$ cat src/pem_pkg.sv
/*
 * Shared constants and state types for the pin event and pattern match unit.
 * Assumes a 32-bit AXI4-Lite register port with byte addresses of 8 bits.
 */
package pem_pkg;

	// ----------------------------------------------------------------
	// Sizes
	// ----------------------------------------------------------------
	localparam int PEM_CHANS = 8;
	localparam int PEM_SEL_W = 3;
	localparam int PEM_COND_W = 3;

	// ----------------------------------------------------------------
	// Register byte offsets
	// ----------------------------------------------------------------
	localparam logic [7:0] OFS_MODE = 8'h00;      // 1 = level, 0 = edge
	localparam logic [7:0] OFS_RISE_EN = 8'h04;   // Rise enable / level enable
	localparam logic [7:0] OFS_FALL_EN = 8'h08;   // Fall enable / active high
	localparam logic [7:0] OFS_RISE_FLAG = 8'h0C; // Write one to clear
	localparam logic [7:0] OFS_FALL_FLAG = 8'h10; // Write one to clear
	localparam logic [7:0] OFS_PIN_STATE = 8'h14; // Read only
	localparam logic [7:0] OFS_PM_CTRL = 8'h18;
	localparam logic [7:0] OFS_PM_SRC = 8'h1C;
	localparam logic [7:0] OFS_PM_CFG = 8'h20;
	localparam logic [7:0] OFS_PM_END = 8'h24;
	localparam logic [7:0] OFS_IRQ_STAT = 8'h28;  // Cleared by read
	localparam logic [7:0] OFS_IRQ_MASK = 8'h2C;

	// ----------------------------------------------------------------
	// Field positions
	// ----------------------------------------------------------------
	localparam int PM_CTRL_ON_BIT = 0;
	localparam int PM_CTRL_EV_BIT = 1;
	localparam int PIN_STATE_REQ_LSB = 8;

	// ----------------------------------------------------------------
	// Slice condition codes
	// ----------------------------------------------------------------
	localparam logic [2:0] COND_ALWAYS = 3'h0;
	localparam logic [2:0] COND_STK_RISE = 3'h1;
	localparam logic [2:0] COND_STK_FALL = 3'h2;
	localparam logic [2:0] COND_STK_EDGE = 3'h3;
	localparam logic [2:0] COND_HIGH = 3'h4;
	localparam logic [2:0] COND_LOW = 3'h5;
	localparam logic [2:0] COND_NEVER = 3'h6;
	localparam logic [2:0] COND_EDGE_NOW = 3'h7;

	// ----------------------------------------------------------------
	// Bus answers
	// ----------------------------------------------------------------
	localparam logic [1:0] RESP_OKAY = 2'h0;
	localparam logic [1:0] RESP_SLVERR = 2'h2;

	// ----------------------------------------------------------------
	// State types
	// ----------------------------------------------------------------
	typedef struct packed {
		logic s1;   // First synchroniser stage
		logic s2;   // Second stage, the clean level
		logic s3;   // Previous clean sample
	} pem_sync_type;

	typedef struct packed {
		logic rise_seen;
		logic fall_seen;
	} pem_slice_type;

	typedef struct packed {
		logic aw_got;
		logic [7:0] aw_addr;
		logic w_got;
		logic [31:0] w_data;
		logic [3:0] w_strb;
		logic aw_rdy;
		logic w_rdy;
		logic bvalid;
		logic [1:0] bresp;
		logic ar_rdy;
		logic rvalid;
		logic [31:0] rdata;
		logic [1:0] rresp;
		logic [7:0] mode;
		logic [7:0] rise_en;
		logic [7:0] fall_en;
		logic [7:0] rise_flag;
		logic [7:0] fall_flag;
		logic pm_on;
		logic ev_en;
		logic [23:0] pm_src;
		logic [23:0] pm_cfg;
		logic [7:0] pm_end;
		logic [7:0] irq_stat;
		logic [7:0] irq_mask;
		logic [7:0] chan_req;
		logic [7:0] term_prev;
		logic wake;
		logic cpu_event;
		logic irq;
	} pem_state_type;

	localparam pem_sync_type PEM_SYNC_RST = '0;
	localparam pem_slice_type PEM_SLICE_RST = '0;
	localparam pem_state_type PEM_STATE_RST = '0;

endpackage : pem_pkg

$ cat src/pem_sync.sv
/*
 * One pin input: two-stage synchroniser plus a previous sample for edges.
 * Assumes the raw pin may change at any time relative to aclk.
 */
`timescale 1ns/1ns
module pem_sync
	import pem_pkg::*;
(
	input wire logic aclk,
	input wire logic aresetn,
	input wire logic pin_raw,
	output logic lvl,
	output logic rise,
	output logic fall
);

	pem_sync_type s_r;   // Registered state
	pem_sync_type s_nxt; // Next state

	// Shift the pin through the stages
	always_comb begin
		s_nxt = s_r;
		s_nxt.s1 = pin_raw;
		s_nxt.s2 = s_r.s1;
		s_nxt.s3 = s_r.s2;
	end

	// State register
	always_ff @(posedge aclk) begin
		if (!aresetn) begin
			s_r <= PEM_SYNC_RST;
		end else begin
			s_r <= s_nxt;
		end
	end

	assign lvl = s_r.s2;
	assign rise = s_r.s2 & ~s_r.s3;
	assign fall = ~s_r.s2 & s_r.s3;

endmodule : pem_sync

$ cat src/pem_slice.sv
/*
 * One bit slice of the pattern engine: evaluates one condition on one pin.
 * Assumes lvl, rise and fall come from a synchronised channel.
 */
`timescale 1ns/1ns
module pem_slice
	import pem_pkg::*;
(
	input wire logic aclk,
	input wire logic aresetn,
	input wire logic lvl,
	input wire logic rise,
	input wire logic fall,
	input wire logic [2:0] cond,
	input wire logic clr,
	output logic hit
);

	pem_slice_type s_r;   // Sticky edge memory
	pem_slice_type s_nxt; // Next state

	// Sticky edges; a new edge wins over a clear
	always_comb begin
		s_nxt = s_r;
		s_nxt.rise_seen = (s_r.rise_seen & ~clr) | rise;
		s_nxt.fall_seen = (s_r.fall_seen & ~clr) | fall;
	end

	// State register
	always_ff @(posedge aclk) begin
		if (!aresetn) begin
			s_r <= PEM_SLICE_RST;
		end else begin
			s_r <= s_nxt;
		end
	end

	always_comb begin
		unique case (cond)
			COND_ALWAYS: hit = 1'b1;
			COND_STK_RISE: hit = s_r.rise_seen | rise;
			COND_STK_FALL: hit = s_r.fall_seen | fall;
			COND_STK_EDGE: hit = s_r.rise_seen | s_r.fall_seen | rise | fall;
			COND_HIGH: hit = lvl;
			COND_LOW: hit = ~lvl;
			COND_NEVER: hit = 1'b0;
			COND_EDGE_NOW: hit = rise | fall;
		endcase
	end

endmodule : pem_slice

$ cat src/pem_top.sv
/*
 * Pin event unit with pattern match engine and AXI4-Lite register port.
 * Assumes pins are already routed to pin_in by the system config block,
 * and that irq_chan feeds the core interrupt controller line by line.
 */
// The AXI4-Lite register port and the register addresses were chosen for this implementation.
// What this block does
// - Eight pin channels, edge or level each
// - In pin mode every channel drives its own request line
// - Edge channels fire on rise, fall, both
// - Level channels request while at active level
// - Pending pin request raises the wake output
// - Eight slices form a boolean pin expression
// - Each product term drives its own request
// - Pattern match may pulse the CPU event
// - Pattern mode never raises the wake output
// - Registers answer promptly on the register bus
`timescale 1ns/1ns
module pem_top
	import pem_pkg::*;
(
	input wire logic aclk,
	input wire logic aresetn,
	input wire logic [7:0] pin_in,
	input wire logic s_axi_awvalid,
	output logic s_axi_awready,
	input wire logic [7:0] s_axi_awaddr,
	input wire logic s_axi_wvalid,
	output logic s_axi_wready,
	input wire logic [31:0] s_axi_wdata,
	input wire logic [3:0] s_axi_wstrb,
	output logic s_axi_bvalid,
	input wire logic s_axi_bready,
	output logic [1:0] s_axi_bresp,
	input wire logic s_axi_arvalid,
	output logic s_axi_arready,
	input wire logic [7:0] s_axi_araddr,
	output logic s_axi_rvalid,
	input wire logic s_axi_rready,
	output logic [31:0] s_axi_rdata,
	output logic [1:0] s_axi_rresp,
	output logic [7:0] irq_chan,
	output logic wake,
	output logic cpu_event_input,
	output logic irq
);

	// ----------------------------------------------------------------
	// Declarations
	// ----------------------------------------------------------------
	pem_state_type s_r;   // All registered state
	pem_state_type s_nxt; // Next state
	logic [7:0] pin_lvl;  // Clean pin levels
	logic [7:0] pin_rise; // One-cycle rise pulses
	logic [7:0] pin_fall; // One-cycle fall pulses
	logic [7:0] sl_lvl;   // Slice source level
	logic [7:0] sl_rise;  // Slice source rise
	logic [7:0] sl_fall;  // Slice source fall
	logic [7:0] sl_hit;   // Slice results
	logic [7:0] term;     // Product term results at endpoints
	logic [7:0] pin_req;  // Pin mode requests
	logic pm_clr;         // Clear sticky slice edges
	logic wr_go;          // Write performed this cycle
	logic rd_go;          // Read taken this cycle

	// ----------------------------------------------------------------
	// Helpers
	// ----------------------------------------------------------------

	// Merge write data under byte strobes
	function automatic logic [31:0] strb_merge(input logic [31:0] old,
		input logic [31:0] data, input logic [3:0] strb);
		logic [31:0] res;
		res = old;
		for (int b = 0; b < 4; b++) begin
			if (strb[b]) begin
				res[8*b +: 8] = data[8*b +: 8];
			end
		end
		return res;
	endfunction : strb_merge

	// Address is one of the mapped words
	function automatic logic is_mapped(input logic [7:0] a);
		return (a[1:0] == 2'h0) && (a <= OFS_IRQ_MASK);
	endfunction : is_mapped

	// ----------------------------------------------------------------
	// Pin channels
	// ----------------------------------------------------------------

	for (genvar i = 0; i < PEM_CHANS; i++) begin : g_chan
		pem_sync u_sync (
			.aclk(aclk),
			.aresetn(aresetn),
			.pin_raw(pin_in[i]),
			.lvl(pin_lvl[i]),
			.rise(pin_rise[i]),
			.fall(pin_fall[i])
		);
	end

	// ----------------------------------------------------------------
	// Pattern slices
	// ----------------------------------------------------------------

	for (genvar i = 0; i < PEM_CHANS; i++) begin : g_slice
		assign sl_lvl[i] = pin_lvl[s_r.pm_src[PEM_SEL_W*i +: PEM_SEL_W]];
		assign sl_rise[i] = pin_rise[s_r.pm_src[PEM_SEL_W*i +: PEM_SEL_W]];
		assign sl_fall[i] = pin_fall[s_r.pm_src[PEM_SEL_W*i +: PEM_SEL_W]];
		pem_slice u_slice (
			.aclk(aclk),
			.aresetn(aresetn),
			.lvl(sl_lvl[i]),
			.rise(sl_rise[i]),
			.fall(sl_fall[i]),
			.cond(s_r.pm_cfg[PEM_COND_W*i +: PEM_COND_W]),
			.clr(pm_clr),
			.hit(sl_hit[i])
		);
	end

	always_comb begin
		logic prod;
		prod = 1'b1;
		term = 8'h00;
		for (int i = 0; i < PEM_CHANS; i++) begin
			prod = prod & sl_hit[i];
			if (s_r.pm_end[i] || (i == PEM_CHANS - 1)) begin
				term[i] = prod;
				prod = 1'b1;
			end
		end
	end

	// ----------------------------------------------------------------
	// Pin interrupt requests
	// ----------------------------------------------------------------

	always_comb begin
		for (int i = 0; i < PEM_CHANS; i++) begin
			if (s_r.mode[i]) begin
				pin_req[i] = s_r.rise_en[i] & (pin_lvl[i] == s_r.fall_en[i]);
			end else begin
				pin_req[i] = (s_r.rise_flag[i] & s_r.rise_en[i]) |
					(s_r.fall_flag[i] & s_r.fall_en[i]);
			end
		end
	end

	// ----------------------------------------------------------------
	// Bus strobes
	// ----------------------------------------------------------------
	assign wr_go = s_r.aw_got && s_r.w_got && !s_r.bvalid;
	assign rd_go = s_axi_arvalid && s_r.ar_rdy;
	assign pm_clr = wr_go && ((s_r.aw_addr == OFS_PM_CTRL) ||
		(s_r.aw_addr == OFS_PM_SRC) || (s_r.aw_addr == OFS_PM_CFG));

	// ----------------------------------------------------------------
	// Next state
	// ----------------------------------------------------------------
	always_comb begin
		logic [31:0] wv;
		logic [7:0] w1c;
		logic [7:0] req;
		logic rd_clr;
		wv = 32'h0000_0000;
		w1c = 8'h00;
		req = 8'h00;
		rd_clr = 1'b0;
		s_nxt = s_r;

		// address and data taken in any order
		if (s_axi_awvalid && s_r.aw_rdy) begin
			s_nxt.aw_got = 1'b1;
			s_nxt.aw_addr = s_axi_awaddr;
		end
		if (s_axi_wvalid && s_r.w_rdy) begin
			s_nxt.w_got = 1'b1;
			s_nxt.w_data = s_axi_wdata;
			s_nxt.w_strb = s_axi_wstrb;
		end

		// write one cycle after both halves
		if (wr_go) begin
			s_nxt.aw_got = 1'b0;
			s_nxt.w_got = 1'b0;
			s_nxt.bvalid = 1'b1;
			s_nxt.bresp = is_mapped(s_r.aw_addr) ? RESP_OKAY : RESP_SLVERR;
			unique case (s_r.aw_addr)
				OFS_MODE: begin
					wv = strb_merge({24'h00_0000, s_r.mode}, s_r.w_data, s_r.w_strb);
					s_nxt.mode = wv[7:0];
				end
				OFS_RISE_EN: begin
					wv = strb_merge({24'h00_0000, s_r.rise_en}, s_r.w_data, s_r.w_strb);
					s_nxt.rise_en = wv[7:0];
				end
				OFS_FALL_EN: begin
					wv = strb_merge({24'h00_0000, s_r.fall_en}, s_r.w_data, s_r.w_strb);
					s_nxt.fall_en = wv[7:0];
				end
				OFS_PM_CTRL: begin
					wv = strb_merge({30'h0000_0000, s_r.ev_en, s_r.pm_on},
						s_r.w_data, s_r.w_strb);
					s_nxt.pm_on = wv[PM_CTRL_ON_BIT];
					s_nxt.ev_en = wv[PM_CTRL_EV_BIT];
				end
				OFS_PM_SRC: begin
					wv = strb_merge({8'h00, s_r.pm_src}, s_r.w_data, s_r.w_strb);
					s_nxt.pm_src = wv[23:0];
				end
				OFS_PM_CFG: begin
					wv = strb_merge({8'h00, s_r.pm_cfg}, s_r.w_data, s_r.w_strb);
					s_nxt.pm_cfg = wv[23:0];
				end
				OFS_PM_END: begin
					wv = strb_merge({24'h00_0000, s_r.pm_end}, s_r.w_data, s_r.w_strb);
					s_nxt.pm_end = wv[7:0];
				end
				OFS_IRQ_MASK: begin
					wv = strb_merge({24'h00_0000, s_r.irq_mask}, s_r.w_data, s_r.w_strb);
					s_nxt.irq_mask = wv[7:0];
				end
				default: begin
					wv = 32'h0000_0000;
				end
			endcase
		end

		// Response drained
		if (s_r.bvalid && s_axi_bready) begin
			s_nxt.bvalid = 1'b0;
		end
		s_nxt.aw_rdy = !s_nxt.aw_got && !s_nxt.bvalid;
		s_nxt.w_rdy = !s_nxt.w_got && !s_nxt.bvalid;

		// read data from the taken address
		if (rd_go) begin
			s_nxt.rvalid = 1'b1;
			s_nxt.rresp = is_mapped(s_axi_araddr) ? RESP_OKAY : RESP_SLVERR;
			unique case (s_axi_araddr)
				OFS_MODE: s_nxt.rdata = {24'h00_0000, s_r.mode};
				OFS_RISE_EN: s_nxt.rdata = {24'h00_0000, s_r.rise_en};
				OFS_FALL_EN: s_nxt.rdata = {24'h00_0000, s_r.fall_en};
				OFS_RISE_FLAG: s_nxt.rdata = {24'h00_0000, s_r.rise_flag};
				OFS_FALL_FLAG: s_nxt.rdata = {24'h00_0000, s_r.fall_flag};
				OFS_PIN_STATE: s_nxt.rdata = {16'h0000, s_r.chan_req, pin_lvl};
				OFS_PM_CTRL: s_nxt.rdata = {30'h0000_0000, s_r.ev_en, s_r.pm_on};
				OFS_PM_SRC: s_nxt.rdata = {8'h00, s_r.pm_src};
				OFS_PM_CFG: s_nxt.rdata = {8'h00, s_r.pm_cfg};
				OFS_PM_END: s_nxt.rdata = {24'h00_0000, s_r.pm_end};
				OFS_IRQ_STAT: begin
					s_nxt.rdata = {24'h00_0000, s_r.irq_stat};
					rd_clr = 1'b1;
				end
				OFS_IRQ_MASK: s_nxt.rdata = {24'h00_0000, s_r.irq_mask};
				default: s_nxt.rdata = 32'h0000_0000;
			endcase
		end
		if (s_r.rvalid && s_axi_rready) begin
			s_nxt.rvalid = 1'b0;
		end
		s_nxt.ar_rdy = !s_nxt.rvalid;

		// edge flags held, new edge beats clear
		if (wr_go && (s_r.aw_addr == OFS_RISE_FLAG)) begin
			w1c = s_r.w_strb[0] ? s_r.w_data[7:0] : 8'h00;
		end
		s_nxt.rise_flag = (s_r.rise_flag & ~w1c) | (pin_rise & ~s_r.mode);
		w1c = 8'h00;
		if (wr_go && (s_r.aw_addr == OFS_FALL_FLAG)) begin
			w1c = s_r.w_strb[0] ? s_r.w_data[7:0] : 8'h00;
		end
		s_nxt.fall_flag = (s_r.fall_flag & ~w1c) | (pin_fall & ~s_r.mode);

		req = s_r.pm_on ? term : pin_req;
		s_nxt.chan_req = req;

		// wake from pin requests, never from patterns
		s_nxt.wake = !s_r.pm_on && (|pin_req);

		// event pulse on a new match
		s_nxt.term_prev = s_r.pm_on ? term : 8'h00;
		s_nxt.cpu_event = s_r.pm_on && s_r.ev_en && (|(term & ~s_r.term_prev));

		// Sticky status on request rise; set beats read clear
		s_nxt.irq_stat = (s_r.irq_stat & {8{~rd_clr}}) | (req & ~s_r.chan_req);
		s_nxt.irq = |(s_nxt.irq_stat & s_r.irq_mask);
	end

	// ----------------------------------------------------------------
	// State register
	// ----------------------------------------------------------------
	always_ff @(posedge aclk) begin
		if (!aresetn) begin
			s_r <= PEM_STATE_RST;
		end else begin
			s_r <= s_nxt;
		end
	end

	// ----------------------------------------------------------------
	// Outputs
	// ----------------------------------------------------------------
	assign s_axi_awready = s_r.aw_rdy;
	assign s_axi_wready = s_r.w_rdy;
	assign s_axi_bvalid = s_r.bvalid;
	assign s_axi_bresp = s_r.bresp;
	assign s_axi_arready = s_r.ar_rdy;
	assign s_axi_rvalid = s_r.rvalid;
	assign s_axi_rdata = s_r.rdata;
	assign s_axi_rresp = s_r.rresp;
	assign irq_chan = s_r.chan_req;
	assign wake = s_r.wake;
	assign cpu_event_input = s_r.cpu_event;
	assign irq = s_r.irq;
endmodule : pem_top

$ cat config.mk
export PLATFORM = sky130hd
export DESIGN_NAME = pem_top
export DESIGN_NICKNAME = d
export VERILOG_FILES = /design/src/pem_pkg.sv /design/src/pem_sync.sv /design/src/pem_slice.sv /design/src/pem_top.sv
export SDC_FILE = /design/constraint.sdc
export NUM_CORES = 1
export LEC_CHECK = 0
export ABC_AREA = 1
export BUFFER_PORTS_ARGS = -buffer_cell sky130_fd_sc_hd__buf_2
export CORE_MARGIN = 2
export CORE_UTILIZATION = 60
export CTS_BUF_LIST = sky130_fd_sc_hd__clkbuf_8
export DETAILED_ROUTE_END_ITERATION = 6
export PLACE_DENSITY = 0.81
export SETUP_SLACK_MARGIN = 0.05
export SLEW_MARGIN = 40
export SYNTH_ARGS = -nofsm -noshare
export SYNTH_HDL_FRONTEND = slang
export SYNTH_SLANG_ARGS = --single-unit
$ cat constraint.sdc
create_clock -name aclk -period 4.8 [get_ports aclk]
set_input_delay 0.48 -clock aclk [delete_from_list [all_inputs] [get_ports aclk]]
set_output_delay 0.48 -clock aclk [all_outputs]
set_load 0.005 [all_outputs]
## Word-level counts from Yosys, hierarchy flattened

Cells that the tools add are included.

- Register bits after elaboration: 260
- Input bits: 67
- Output and inout port bits: 52
- Logic and storage cells: 493

- $lt $le $gt $ge: 10
- Equal/unequal tests: 84
- Multiplexer cells: 95
- Bitwise logic cells: 177
- Reductions and logical operators: 53

Operators with widths:

| kind | count |
|---|---|
| 24-bit case mux with 12 select lines | 1 |
| 3-bit equality test (second input constant) | 32 |
| 1-bit binary-select mux with 3-bit select | 24 |
| 1-bit bitwise OR | 72 |
| 8-bit AND | 8 |
| 1-bit case mux with 8 select lines | 8 |
| 1-bit AND | 63 |
| 8-bit by 5-bit equality test with 1-bit output (second input constant) | 7 |
| 8-bit by 6-bit equality test with 1-bit output (second input constant) | 7 |
| 1-bit two-way mux | 52 |
| 3-bit by 2-bit equality test with 1-bit output (second input constant) | 16 |
| 8-bit inverter | 5 |
| 37-bit two-way mux | 1 |
| 3-bit AND reduction | 12 |
| 35-bit two-way mux | 1 |
| 8-bit by 4-bit equality test with 1-bit output (second input constant) | 4 |
| 3-bit by 4-bit < comparator with 1-bit output (second input constant) | 8 |
| 8-bit two-way mux | 4 |
| 1-bit inverter | 26 |
| 3-bit by 1-bit equality test with 1-bit output (second input constant) | 8 |
| 3-bit logical NOT | 8 |
| 8-bit bitwise OR | 3 |
| 8-bit OR reduction | 3 |
| 1-bit logical AND | 17 |
| 11 further kinds | 29 |

## Longest topological paths before layout

Gate-level depths: netlist of run 1.

- Depth after elaboration: 26
- Mapped depth: 29
- Depth with buffers taken out: 29

## Modules after synthesis

Synthesis of run 1 repeated with hierarchy kept, for this count alone.

- Cells, all modules: 1771
- Area, all modules: 12172.9 sq um

By module, submodules not included:

| module | instances | cells each | area an instance (sq um) |
|---|---|---|---|
| pem_top | 1 | 1467 | 10281.1 |
| pem_slice | 8 | 25 | 136.4 |
| pem_sync | 8 | 13 | 100.1 |

## Least setup slack after synthesis of run 1

Ideal clock, no wire load.

- Kind: input to register
- From: input port s_axi_araddr[1]
- To: register s_r, in the netlist s_axi_rdata[11]
- Arrival: 2.205 ns
- Data required time: 4.730 ns
- Setup slack: 2.524 ns
- Stages on the path: 10
- Path buffers: 1
- Cells stage by stage: nor2_1 -> inv_1 -> nor3_1 -> inv_1 -> nor2_1 -> clkinv_1 -> buf_2 -> o221ai_1 -> nand2_1 -> a21oi_1

- Cells in the longest elaborated chain, start to end: 2
- Elaborated cells between the ends (all ways): 13

RTL lines:

| what | RTL line | text |
|---|---|---|
| start, declared | pem_top.sv:37 | `input wire logic [7:0] s_axi_araddr,` |
| 8-bit by 6-bit equality test with 1-bit output, or another cell as far along | pem_top.sv:242 | `unique case (s_axi_araddr)` |
| 24-bit case mux with 12 select lines * | pem_top.sv:242 |  |
| end signal, assigned | pem_top.sv:299 | `s_r <= s_nxt;` |
| end, declared | pem_top.sv:51 | `pem_state_type s_r;` |

Mark *: on every way between the ends. The rest lies on a longest branch, timed or not.
A chain may end at the register's enable or synchronous reset.

## Worst setup path in the final report of run 1

- From: register g_chan[6].u_sync.s_r, in the netlist g_chan[6].u_sync.lvl
- To: register s_r, in the netlist irq

- Cells in the longest elaborated chain, start to end: 25
- Elaborated cells between the ends (all ways): 136

RTL lines:

| what | RTL line | text |
|---|---|---|
| start, declared | pem_sync.sv:17 | `pem_sync_type s_r;` |
| start signal, assigned | pem_sync.sv:33 | `s_r <= s_nxt;` |
| 1-bit AND or 1-bit inverter (tied branches) | pem_sync.sv:38, pem_sync.sv:39 |  |
| 1-bit binary-select mux with 3-bit select or 1-bit AND (tied branches) | pem_top.sv:109, pem_sync.sv:39 |  |
| 1-bit two-way mux (not written as such) or 1-bit binary-select mux with 3-bit select (tied branches) | pem_top.sv:109, pem_top.sv:110 |  |
| 1-bit bitwise OR or 1-bit two-way mux (tied branches) | pem_slice.sv:43, pem_top.sv:110 |  |
| 1-bit bitwise OR (on tied branches) | pem_slice.sv:43, pem_slice.sv:42, pem_slice.sv:47 |  |
| 1-bit case mux with 8 select lines | pem_slice.sv:39 | `unique case (cond)` |
| 1-bit two-way mux | pem_top.sv:129 | `if (s_r.pm_end[i] \|\| (i == PEM_CHANS - 1)) begin` |
| 1-bit AND | pem_top.sv:128 | `prod = prod & sl_hit[i];` |
| [... 9 more ...] | - |  |
| 1-bit AND | pem_top.sv:128 |  |
| 1-bit two-way mux | pem_top.sv:129 |  |
| 1-bit AND | pem_top.sv:128 |  |
| 8-bit two-way mux * | pem_top.sv:277 | `req = s_r.pm_on ? term : pin_req;` |
| 8-bit AND * | pem_top.sv:288 | `s_nxt.irq_stat = (s_r.irq_stat & {8{~rd_clr}}) \| (req & ~s_r.chan_req);` |
| 8-bit bitwise OR * | pem_top.sv:288 |  |
| 8-bit AND * | pem_top.sv:289 | `s_nxt.irq = \|(s_nxt.irq_stat & s_r.irq_mask);` |
| 8-bit OR reduction * | pem_top.sv:289 |  |

Mark *: on every way between the ends. The rest lies on a longest branch, timed or not. The select of a mux whose other input is x is not followed.

==> results of run 1 <==
[cells in the mapped netlist, types with 16 or more instances]
master	instances	area, µm²
buf_4	53	397.9
clkbuf_1	57	214.0
nand2_2	16	100.1
o211ai_1	20	150.1
inv_1	165	619.3
a21oi_1	189	945.9
inv_2	19	71.32
nand2_1	340	1276
o21ai_1	19	95.09
o21ai_0	223	1116
nor2_1	179	671.9
nand3_1	106	530.5
dfxtp_1	241	4825
o22ai_1	40	250.2
o221ai_1	16	140.1
[final timing paths]
kind                                         from                                   end  slack, ns  depth (start not counted)
max               g_chan[6].u_sync.lvl$_SDFF_PN0_                        irq$_SDFF_PN0_       1.34                         26
min                                     pin_in[0]  g_chan[0].u_sync.s_nxt[1]$_SDFF_PN0_       0.12                          3
max reg2reg       g_chan[6].u_sync.lvl$_SDFF_PN0_                        irq$_SDFF_PN0_       1.34                         26
min reg2reg  g_chan[0].u_sync.s_nxt[1]$_SDFF_PN0_       g_chan[0].u_sync.lvl$_SDFF_PN0_       0.41                          2
[where the power goes]
| group | total, µW | internal, µW | switching (µW) |
|---|---|---|---|
| sequential | 2100 | 2050 | 49.2 |
| clock | 1880 | 1060 | 825 |
| combinational | 277 | 82.0 | 195 |
[worst max-delay path, stage by stage (launching register included)]
cell,delay (ns)
dfxtp_1,0.75
inv_2,0.28
nor2_1,0.43
nand2_1,0.11
o211ai_1,0.11
nand3_1,0.15
nand3b_1,0.17
nand2_1,0.06
nand2_1,0.05
nand2_1,0.06
nand3_2,0.08
nand2_1,0.06
nand2_1,0.07
nand2_1,0.05
nand2_1,0.07
nand2_1,0.05
nand2_1,0.07
nand2_1,0.05
nand2_1,0.08
nand3_1,0.13
nand2_2,0.13
nand3_2,0.08
nand2_1,0.08
nand2_1,0.06
nand2_1,0.06
nand2_1,0.05
nand2_1,0.08
[through the flow]
stage / hold WS (ns) / cell area [µm²] / utilization (%) / power [µW] / setup WS, ns
2_1_floorplan: 0.3905 / 12270 / - / 2303 / 2.524
3_3_place_gp: 0.3951 / 12490 / 62.12 / 2399 / 1.499
3_5_place_dp: 0.3953 / 12520 / 62.27 / 2407 / 1.463
4_1_cts: 0.1081 / 13370 / 66.48 / 4267 / 1.426
5_1_grt: 0.1210 / 13380 / 66.53 / 4402 / 1.094
6_report: 0.1229 / 13380 / 66.53 / 4257 / 1.337
[cells by family (layout without fill, tap and decap cells)]
family                 after synthesis  after routing  share of synthesized area [%]
and+or+nand+nor                    681            681                          23.45
muxes                                1              1                        0.08183
other                                1             10                        0.03065
DFF                                241            241                          39.44
AOI/OAI and AO/OA                  553            553                          25.18
buffers and inverters              317            375                          11.81
[state kept, by name, indices dropped and copies added, names as in the netlist]
name / flops
cpu_event_input: 1
g_chan.u_sync.lvl: 8
g_chan.u_sync.s_nxt: 8
g_chan.u_sync.s_r: 8
g_slice.u_slice.s_r: 16
irq: 1
irq_chan: 8
s_axi_arready: 1
s_axi_awready: 1
s_axi_bresp: 1
s_axi_bvalid: 1
s_axi_rdata: 24
s_axi_rresp: 1
s_axi_rvalid: 1
s_axi_wready: 1
s_r: 159
wake: 1
[area by class of cell]
type	instances	area, µm²
Sequential cell	241	4825
Timing Repair Buffer	112	599.3
Inverter	190	718.2
Tap cell	270	337.8
Fill cell	1822	6729
Multi-Input combinational cell	1245	6048
Clock buffer	54	743.2
Clock inverter	19	103.9
[layout by cell type (no fill, tap or decap), types with 10 or more instances in the layout]
cell and count:
dfxtp_1 241, nor2_1 175, buf_2 98, nand2_1 339
nor3_1 11, inv_2 19, nand3_1 106, a211oi_1 10
inv_1 181, o21ai_1 18, o21ai_0 223, conb_1 10
nand3_2 12, nand2_2 17, buf_4 13, a21oi_1 189
o22ai_1 40, clkbuf_8 54, o211ai_1 20, o221ai_1 16
[per-layer routing]
layer | vias up | global-route usage [%] | wire length [µm]
met5 | - | 0 | 0
met4 | 0 | 17.82 | 1927
met3 | 139 | 8.385 | 4614
met2 | 750 | 51.55 | 16380
met1 | 5679 | 51.44 | 17100
li1 | 6070 | - | -
==> run_results.csv, run 1 <==
group,metric,value,unit
global_route,first_global_vias,11020,
timing,timing.fmax,0.2888,GHz
clock_tree,post_cts_buffers,0,
global_route,grt_pass1_wl,61000,µm
global_route,overflow,0,
timing,maxSlewViolCount,0,
floorplanning,floorplan.die.height,146.8,µm
global_route,antenna_found_initial,0,
yosys,synthFlopType,"dfxtp_1",
layout,diodes,0,
clock_tree,postCtsResizedCells,0,
timing,tightest_slew,0.9378,ns
timing,relSlewSlack,36.66,%
floorplanning,die-area,21550,µm²
layout,nets,1898,
clock_tree,cts_buffers,41,
outcome,status,"complete, no violations",
yosys,synth_cell_types,43,
pwr,ir_drop,0.2017,mV
global_route,grtUsageTotal,36.18,%
clock_tree,cts_buffer_depth,3,
critical_path,endpoint_kind,"register",
clock_tree,cts_htree_levels,2,
critical_path,startpoint_type,"register",
drt,routed_via_density,5.931,
timing,fin_crit_sh,72.15,%
place,place_congestion,0.9975,
pwr,power_leakage,0.005507,µW
yosys,ys_ff_latch,241,
run,cap_violations,0,
yosys,synthArstFlopShare,0,%
pwr,p_per_area,318.3,nW/µm²
floorplanning,core-area,20100,µm²
yosys,yosysSeqAreaShare,39.44,%
place,dp_hpwl,28440,µm
timing,min_period,3.463,ns
yosys,yosys_warnings,0,
clock_tree,hold_buffers,0,
global_route,grt_max_degree,88,
drt,first_pass_iters,5,
floorplanning,num_io_pins,119,
timing,setup-tns-final,0,ns
drt,dr_total_vias,12640,
yosys,synth_edf_count,0,
critical_path,path_max_fanout,11,
yosys,syn_area,12230,µm²
clock_tree,path_clk_slew,0.06,ns
critical_path,required,5.28,ns
timing,hold_viol,0,
drt,remaining_drc_errors,0,
place,portBuffers,99,
clock_tree,clk-insertion-delay-late,0.54,ns
layout,drive_above_1_share,12.68,%
timing,skew,0.01125,ns
floorplanning,dieWidth,146.8,µm
clock_tree,cts_tree,"yes",
drt,wl_per_cell,18.78,µm
drt,antenna_left,0,
critical_path,crit_type,"register to register",
floorplanning,initial_core_util,60.85,%
drt,routed_wl,40030,µm
layout,area_growth,9.338,%
clock_tree,cts.sinks,241,
yosys,syn_inst,1794,
layout,final_cells,2131,
timing,setup_viol,0,
hold_path,hold_path_class,"input pin to register",
yosys,avgSynthCellArea,6.819,µm²
floorplanning,row_count,52,
timing,rsz0062_at_grt,"false",
critical_path,arrival,3.95,ns
drt,drt_iter0_markers,1681,
clock_tree,cts-root-buf,"clkbuf_8",
place,dp.cells,2058,
No activity file was read; power rests on OpenSTA's default activity.
==> run 2: changes to the inputs <==
--- a/config.mk
+++ b/config.mk
@@ -5,7 +5,7 @@
 export SDC_FILE = /design/constraint.sdc
 export NUM_CORES = 1
 export LEC_CHECK = 0
-export ABC_AREA = 1
+export ABC_AREA = 0
 export BUFFER_PORTS_ARGS = -buffer_cell sky130_fd_sc_hd__buf_2
 export CORE_MARGIN = 2
 export CORE_UTILIZATION = 60
==> constraint.sdc (replaced) <==
create_clock -name aclk -period 3.4 [get_ports aclk]
set_input_delay 0.34 -clock aclk [delete_from_list [all_inputs] [get_ports aclk]]
set_output_delay 0.34 -clock aclk [all_outputs]
set_load 0.005 [all_outputs]
==> run 2 against run 1 <==
  * Final cell count down 16%
  * Critical path depth is 16 lower
  * Via count down 12%
  * Clock skew increased by 0.0096 ns
  * Clock-buffer cell count fell by 3
  * Flip-flop and latch count stayed put
  * First-iteration DRC count is 2.3% lower
  * Sequential power grew 40%
  * Core utilization is 3.2 points higher
  * Total power rose by 40%
  * Design area rose by 5.9%
  * Global-route usage fell by 2.5 points
  * Critical path type unchanged
  * Critical endpoint unchanged
  * Largest power group unchanged
==> run_results.csv, run 2 <==
group,metric,value,unit
timing,hold_viol,0,
place,place_congestion,0.9904,
critical_path,slowest_delay,0.51,ns
yosys,yosysTopAreaCellShare,38.70,%
floorplanning,row_count,52,
clock_tree,cts_buffers,41,
pwr,p_int,4532,µW
place,place_area,13070,µm²
global_route,antenna_found_initial,0,
layout,nets,1558,
floorplanning,num_io_pins,119,
pwr,power_frac_comb,5.8,%
clock_tree,cts-root-buf,"clkbuf_8",
pwr,p_per_area,421.0,nW/µm²
critical_path,arrival,3.71,ns
critical_path,endpoint_kind,"register",
drt,antenna_left,0,
pwr,ir_drop,0.3214,mV
floorplanning,core-area,20300,µm²
hold_path,whs_path_depth,2,
timing,timing.fmax,0.3032,GHz
layout,multi_input_area,6965,µm²
clock_tree,path_clk_slew,0.06,ns
yosys,synthTopCellsByArea,"dfxtp_1 (39%), mux2i_1 (9.4%), mux4_2 (7.8%)",
critical_path,worst-r2r-cell-count,10,
pwr,power.share.sequential,49.4,%
yosys,synthFlopType,"dfxtp_1",
yosys,synth_top_area_cell,"dfxtp_1",
critical_path,r2r_start,"g_chan[7].u_sync.lvl$_SDFF_PN0_",
timing,skew,0.02083,ns
timing,hold_slack,0.02222,ns
yosys,synth_cell_types,87,
yosys,synthMostInstantiatedCell,"dfxtp_1",
timing,fin_crit_sh,96.99,%
floorplanning,dieWidth,148.1,µm
critical_path,crit_type,"register to register",
outcome,status,"complete, no violations",
drt,wl_per_cell,21.00,µm
global_route,overflow,0,
pwr,totalPowerFinal,5962,µW
timing,relSlewSlack,46.15,%
drt,first_pass_iters,7,
critical_path,crit_start,"g_chan[7].u_sync.lvl$_SDFF_PN0_",
layout,largest_register_ffs,159,
layout,diodes,0,
layout,top_register,"s_r",
layout,area_growth,13.59,%
critical_path,startpoint_type,"register",
layout,finalInstanceArea,14160,µm²
drt,routed_via_density,6.221,
layout,drive_above_1_share,21.92,%
layout,num-fill-cells,1647,
floorplanning,initial_core_util,61.42,%
place,dp_hpwl,26760,µm
drt,drt_iter0_markers,1642,
critical_path,required,3.81,ns
drt,remaining_drc_errors,0,
yosys,syn_area,12470,µm²
timing,tightest_slew,0.7993,ns
floorplanning,floorplan.die.height,148.1,µm
pwr,p_sw_share,23.98,%
timing,setup_viol,0,
clock_tree,clk-insertion-delay-late,0.54,ns
pwr,power_leakage,0.005820,µW
clock_tree,cts_htree_levels,2,
clock_tree,cts_buffer_depth,3,
critical_path,path_max_fanout,8,
hold_path,worstHoldStart,"pin_in[1]",
yosys,synth_edf_count,0,
global_route,grtUsageTotal,33.73,%
layout,final_common_cell,"nor2_1",
yosys,yosysSeqAreaShare,38.70,%
run,cap_violations,0,
yosys,avgSynthCellArea,8.854,µm²
floorplanning,die-area,21950,µm²
layout,register_area,4856,µm²
place,portBuffers,99,
yosys,yosys_warnings,0,
global_route,grt_max_degree,121,
global_route,grt_pass1_wl,58260,µm
hold_path,hold_path_class,"input pin to register",
critical_path,cpMaxStageDelayCell,"mux4_2",
drt,routed_wl,37580,µm
yosys,synthArstFlopShare,0,%
timing,maxSlewViolCount,0,
critical_path,worstPathCellList,"nor2b_4, mux4_2, o2111a_1, or4_4, o22a_4, o22ai_4, a211oi_2, a311oi_2, o211ai_1, or4_1",
yosys,syn_inst,1408,
global_route,first_global_vias,10330,
clock_tree,cts.sinks,241,
layout,layout_common_cells,"nor2_1 (235), dfxtp_1 (222), nand2_1 (137)",
timing,rsz0062_at_grt,"true",
yosys,yosys-top-cells-count,"dfxtp_1 (241), nor2_1 (235), nand2_1 (138)",
clock_tree,cts_tree,"yes",
drt,dr_total_vias,11130,
yosys,ys_ff_latch,241,
timing,min_period,3.298,ns
pwr,power_frac_clock,44.9,%
pwr,p_switching,1430,µW
run 2: changes by cell type after synthesis, moves of 19 or more:
cell,previous run,this run
nor2_1,179,235
inv_1,165,29
a21oi_1,189,113
o22ai_1,40,8
mux4_2,0,43
clkbuf_1,57,80
o21ai_0,223,16
nand3_1,106,24
mux2i_1,1,117
inv_2,19,0
and2_1,0,32
a22oi_1,0,27
nand2_1,340,138
run 2: cells by family after synthesis:
logic type             after synthesis  share of synthesized area, %
buffers and inverters              165                         6.664
AO/OA/AOI/OAI                      275                         15.19
flip-flops                         241                         38.70
XOR/XNOR                            10                        0.7025
multiplexers                       167                         17.79
AND/OR/NAND/NOR                    549                         20.92
other                                1                       0.03008
run 2: metal layers:
metal	up-vias	wire length (µm)	part of all wire [%]	track usage (%)
met3	95	4605	12	8.681
met5	-	0	0	0
met1	5221	15490	41	47.58
met4	0	1274	3.4	10.33
met2	681	16210	43	51.13
li1	5132	-	-	-
run 2: per-stage QoR:
stage	setup WS, ns	cells	util (%)	setup TNS, ns
CTS	0.07428	1785	68.85	0
floorplan	0.2439	1417	-	0
finish	0.1022	1789	69.76	0
global placement	0.03150	1708	64.36	0
global route	-0.007119	1789	69.76	-0.007119
detailed placement	-0.03375	1708	64.38	-0.03375
run 2: layout make-up:
class	instances	area share, %
Clock buffer	51	4.957
Clock inverter	20	1.007
Inverter	29	0.8040
Multi-Input combinational cell	1011	49.19
Sequential cell	241	34.29
Tap cell	270	2.386
Timing Repair Buffer	167	7.369
run 2: power by group through the flow:
| stage | combinational (µW) | clock (µW) | sequential (µW) |
|---|---|---|---|
| after global routing | 378 | 2840 | 2950 |
| after global placement | 315 | 0 | 3000 |
| after detailed placement | 323 | 0 | 3000 |
| after floorplan | 232 | 0 | 2970 |
| after CTS | 330 | 2700 | 2940 |
| final | 343 | 2670 | 2940 |
run 2: path summary, 6_finish.rpt:
kind / endpoint / slack, ns
hold / removal: g_chan[1].u_sync.s_nxt[1]$_SDFF_PN0_ / 0.02
setup / recovery: irq$_SDFF_PN0_ / 0.10
setup reg to reg: irq$_SDFF_PN0_ / 0.10
hold reg to reg: g_chan[6].u_sync.lvl$_SDFF_PN0_ / 0.44
run 2: repair_timing:
action | 4_1_cts | 5_1_grt
hold buffers | 6 | 0
endpoints found under the hold margin | 6 | 0
gates resized for setup | 3 | 44
setup buffers | 0 | 4
pin swaps | 0 | 11
endpoints found under the setup margin | 3 | 9
run 2: worst max-delay path: cells and delay by family (launching register included):
kind | cells | cell delay, ns
flops | 1 | 0.36
compound gates | 6 | 1.19
simple gates | 3 | 1.12
mux | 1 | 0.51
==> run 3: changes to the inputs <==
--- a/config.mk
+++ b/config.mk
@@ -6,12 +6,12 @@
 export NUM_CORES = 1
 export LEC_CHECK = 0
 export ABC_AREA = 0
-export BUFFER_PORTS_ARGS = -buffer_cell sky130_fd_sc_hd__buf_2
 export CORE_MARGIN = 2
 export CORE_UTILIZATION = 60
 export CTS_BUF_LIST = sky130_fd_sc_hd__clkbuf_8
 export DETAILED_ROUTE_END_ITERATION = 6
-export PLACE_DENSITY = 0.81
+export DONT_BUFFER_PORTS = 1
+export PLACE_DENSITY = 0.76
 export SETUP_SLACK_MARGIN = 0.05
 export SLEW_MARGIN = 40
 export SYNTH_ARGS = -nofsm -noshare
==> run 3 against run 2 <==
  * Maximum frequency decreased by 0.12%
  * Total power decreased by 1.9%
  * Register-to-register slack barely moved
  * Flip-flop and latch count unchanged
  * Via count decreased by 1.5%
  * Clock skew is 0.014 ns higher
  * Setup slack got worse by 0.0039 ns
  * Non-clock buffer count down 59
  * Largest cell class unchanged
==> run_results.csv, run 3 (synthesis results as in run 2) <==
group,metric,value,unit
timing,hold_viol,0,
place,dp.cells,1613,
clock_tree,cts.sinks,241,
critical_path,required,3.82,ns
floorplanning,core-area,20300,µm²
drt,first_pass_iters,7,
critical_path,worst-r2r-cell-count,11,
layout,top_register,"s_r",
timing,relSlewSlack,51.60,%
outcome,status,"complete, no violations",
layout,area_growth,12.26,%
floorplanning,dieWidth,148.1,µm
layout,fin_util,68.95,%
layout,drive_above_1_share,15.82,%
drt,routed_wl,37650,µm
floorplanning,floorplan.die.height,148.1,µm
global_route,antenna_found_initial,1,
critical_path,path_max_fanout,9,
clock_tree,clk-insertion-delay-late,0.54,ns
global_route,overflow,0,
floorplanning,num_io_pins,119,
pwr,power_leakage,0.005494,µW
critical_path,r2r_start,"g_chan[5].u_sync.lvl$_SDFF_PN0_",
critical_path,endpoint_kind,"register",
layout,num-fill-cells,1649,
layout,layout_common_cells,"nor2_1 (235), dfxtp_1 (223), nand2_1 (137)",
run,cap_violations,0,
layout,diodes,0,
hold_path,hold_path_class,"input pin to register",
drt,drt_iter0_markers,1310,
place,place_congestion,0.9576,
timing,tightest_slew,0.7233,ns
critical_path,r2r_slack,0.1,ns
clock_tree,cts_tree,"yes",
pwr,ir_drop,0.3303,mV
floorplanning,initial_core_util,61.42,%
layout,nets,1498,
drt,wl_per_cell,21.76,µm
timing,min_period,3.302,ns
floorplanning,die-area,21950,µm²
drt,routed_via_density,6.334,
clock_tree,path_clk_slew,0.06,ns
global_route,grt_max_degree,126,
critical_path,startpoint_type,"register",
timing,setup_viol,0,
global_route,grt_pass1_wl,58060,µm
place,dp_hpwl,26680,µm
critical_path,setup.worst_path.end,"irq$_SDFF_PN0_",
timing,timing.fmax,0.3029,GHz
drt,dr_total_vias,10960,
place,portBuffers,0,
clock_tree,cts_buffer_depth,3,
critical_path,r2r_end,"irq$_SDFF_PN0_",
clock_tree,cts_buffers,40,
clock_tree,cts-root-buf,"clkbuf_8",
pwr,p_per_area,418.0,nW/µm²
critical_path,crit_start,"g_chan[5].u_sync.lvl$_SDFF_PN0_",
floorplanning,row_count,52,
timing,skew,0.03470,ns
clock_tree,cts_htree_levels,2,
layout,final_common_cell,"nor2_1",
timing,maxSlewViolCount,0,
drt,remaining_drc_errors,0,
drt,antenna_left,0,
critical_path,crit_type,"register to register",
global_route,first_global_vias,10280,
timing,rsz0062_at_grt,"true",
layout,final_cells,1730,
layout,largest_register_ffs,159,
critical_path,arrival,3.72,ns
global_route,grtUsageTotal,33.99,%
timing,fin_crit_sh,97.11,%
-- run 3: changes by cell type in the layout (fill, tap and decap cells not counted), moves of 3 or more --
| cell | before | now |
|---|---|---|
| buf_2 | 100 | 1 |
| dlygate4sd3_1 | 6 | 44 |
| buf_4 | 59 | 62 |
| mux2i_1 | 113 | 116 |
| mux2i_2 | 4 | 1 |
| o21ai_1 | 3 | 0 |
-- run 3: cell type report --
class,instances,area (µm²),area share [%]
tap,270,337.8,2.414
clock buffer,50,688.2,4.917
multi-input combinational,1011,6954,49.69
sequential,241,4850,34.65
timing repair buffer,108,930.9,6.651
clock inverter,21,121.4,0.8672
inverter,29,113.9,0.8135
-- run 3: routing by layer --
metal,vias to the layer above,routed length [µm],global-route usage [%]
met4,0,1235,12.14
met3,102,4130,7.853
met5,-,0,0
li1,5034,-,-
met2,647,16230,51.53
met1,5174,16060,47.80
-- run 3: worst min-delay path by stage --
stage,cells after the start,slack [ns],start,to
floorplan,1,0.41,g_chan[0].u_sync.s_nxt[1]$_SDFF_PN0_,g_chan[0].u_sync.lvl$_SDFF_PN0_
global placement,1,0.42,g_chan[1].u_sync.s_nxt[1]$_SDFF_PN0_,g_chan[1].u_sync.lvl$_SDFF_PN0_
detailed placement,1,0.42,g_chan[2].u_sync.s_nxt[1]$_SDFF_PN0_,g_chan[2].u_sync.lvl$_SDFF_PN0_
CTS,2,0.003,s_axi_arvalid,s_axi_rresp[1]$_SDFFE_PN0P_
global route,2,0.02,s_axi_bready,s_axi_bvalid$_SDFF_PN0_
finish,2,0.02,s_axi_arvalid,s_axi_rresp[1]$_SDFFE_PN0P_
-- run 3: power breakdown --
part / leakage, µW / switching, µW / total [µW] / internal (µW)
logic: 0.00307 / 186 / 331 / 145
clock network: 0.000466 / 1160 / 2570 / 1410
registers: 0.00196 / 70.3 / 2950 / 2880
-- run 3: timing repair --
item	CTS	global route
gates resized for setup	7	26
endpoints found under the setup margin	2	10
buffers inserted	0	1
hold buffers	45	0
pin swaps	0	1
hold endpoints to repair	70	0
gates cloned	0	0
-- run 3: critical path: stages (launching register included) --
cell	delay (ns)
dfxtp_2	0.46
mux2i_1	0.10
mux4_2	0.52
mux2i_1	0.15
a2111o_1	0.34
o41ai_2	0.30
buf_4	0.21
o31a_1	0.16
o221ai_2	0.10
a311oi_2	0.27
o211ai_1	0.11
or4_1	0.48
-- run 3: per-stage QoR --
stage	setup TNS, ns	power [µW]	area, µm²	hold WS (ns)	setup WS (ns)
2_1_floorplan	0	3205	12500	0.4119	0.2439
5_1_grt	0	6066	14000	0.02095	0.03582
4_1_cts	0	5876	13890	0.003218	0.05383
3_3_place_gp	-0.1212	3276	12600	0.4154	-0.1212
3_5_place_dp	-0.1670	3285	12610	0.4169	-0.1670
6_report	0	5851	14000	0.02065	0.09831
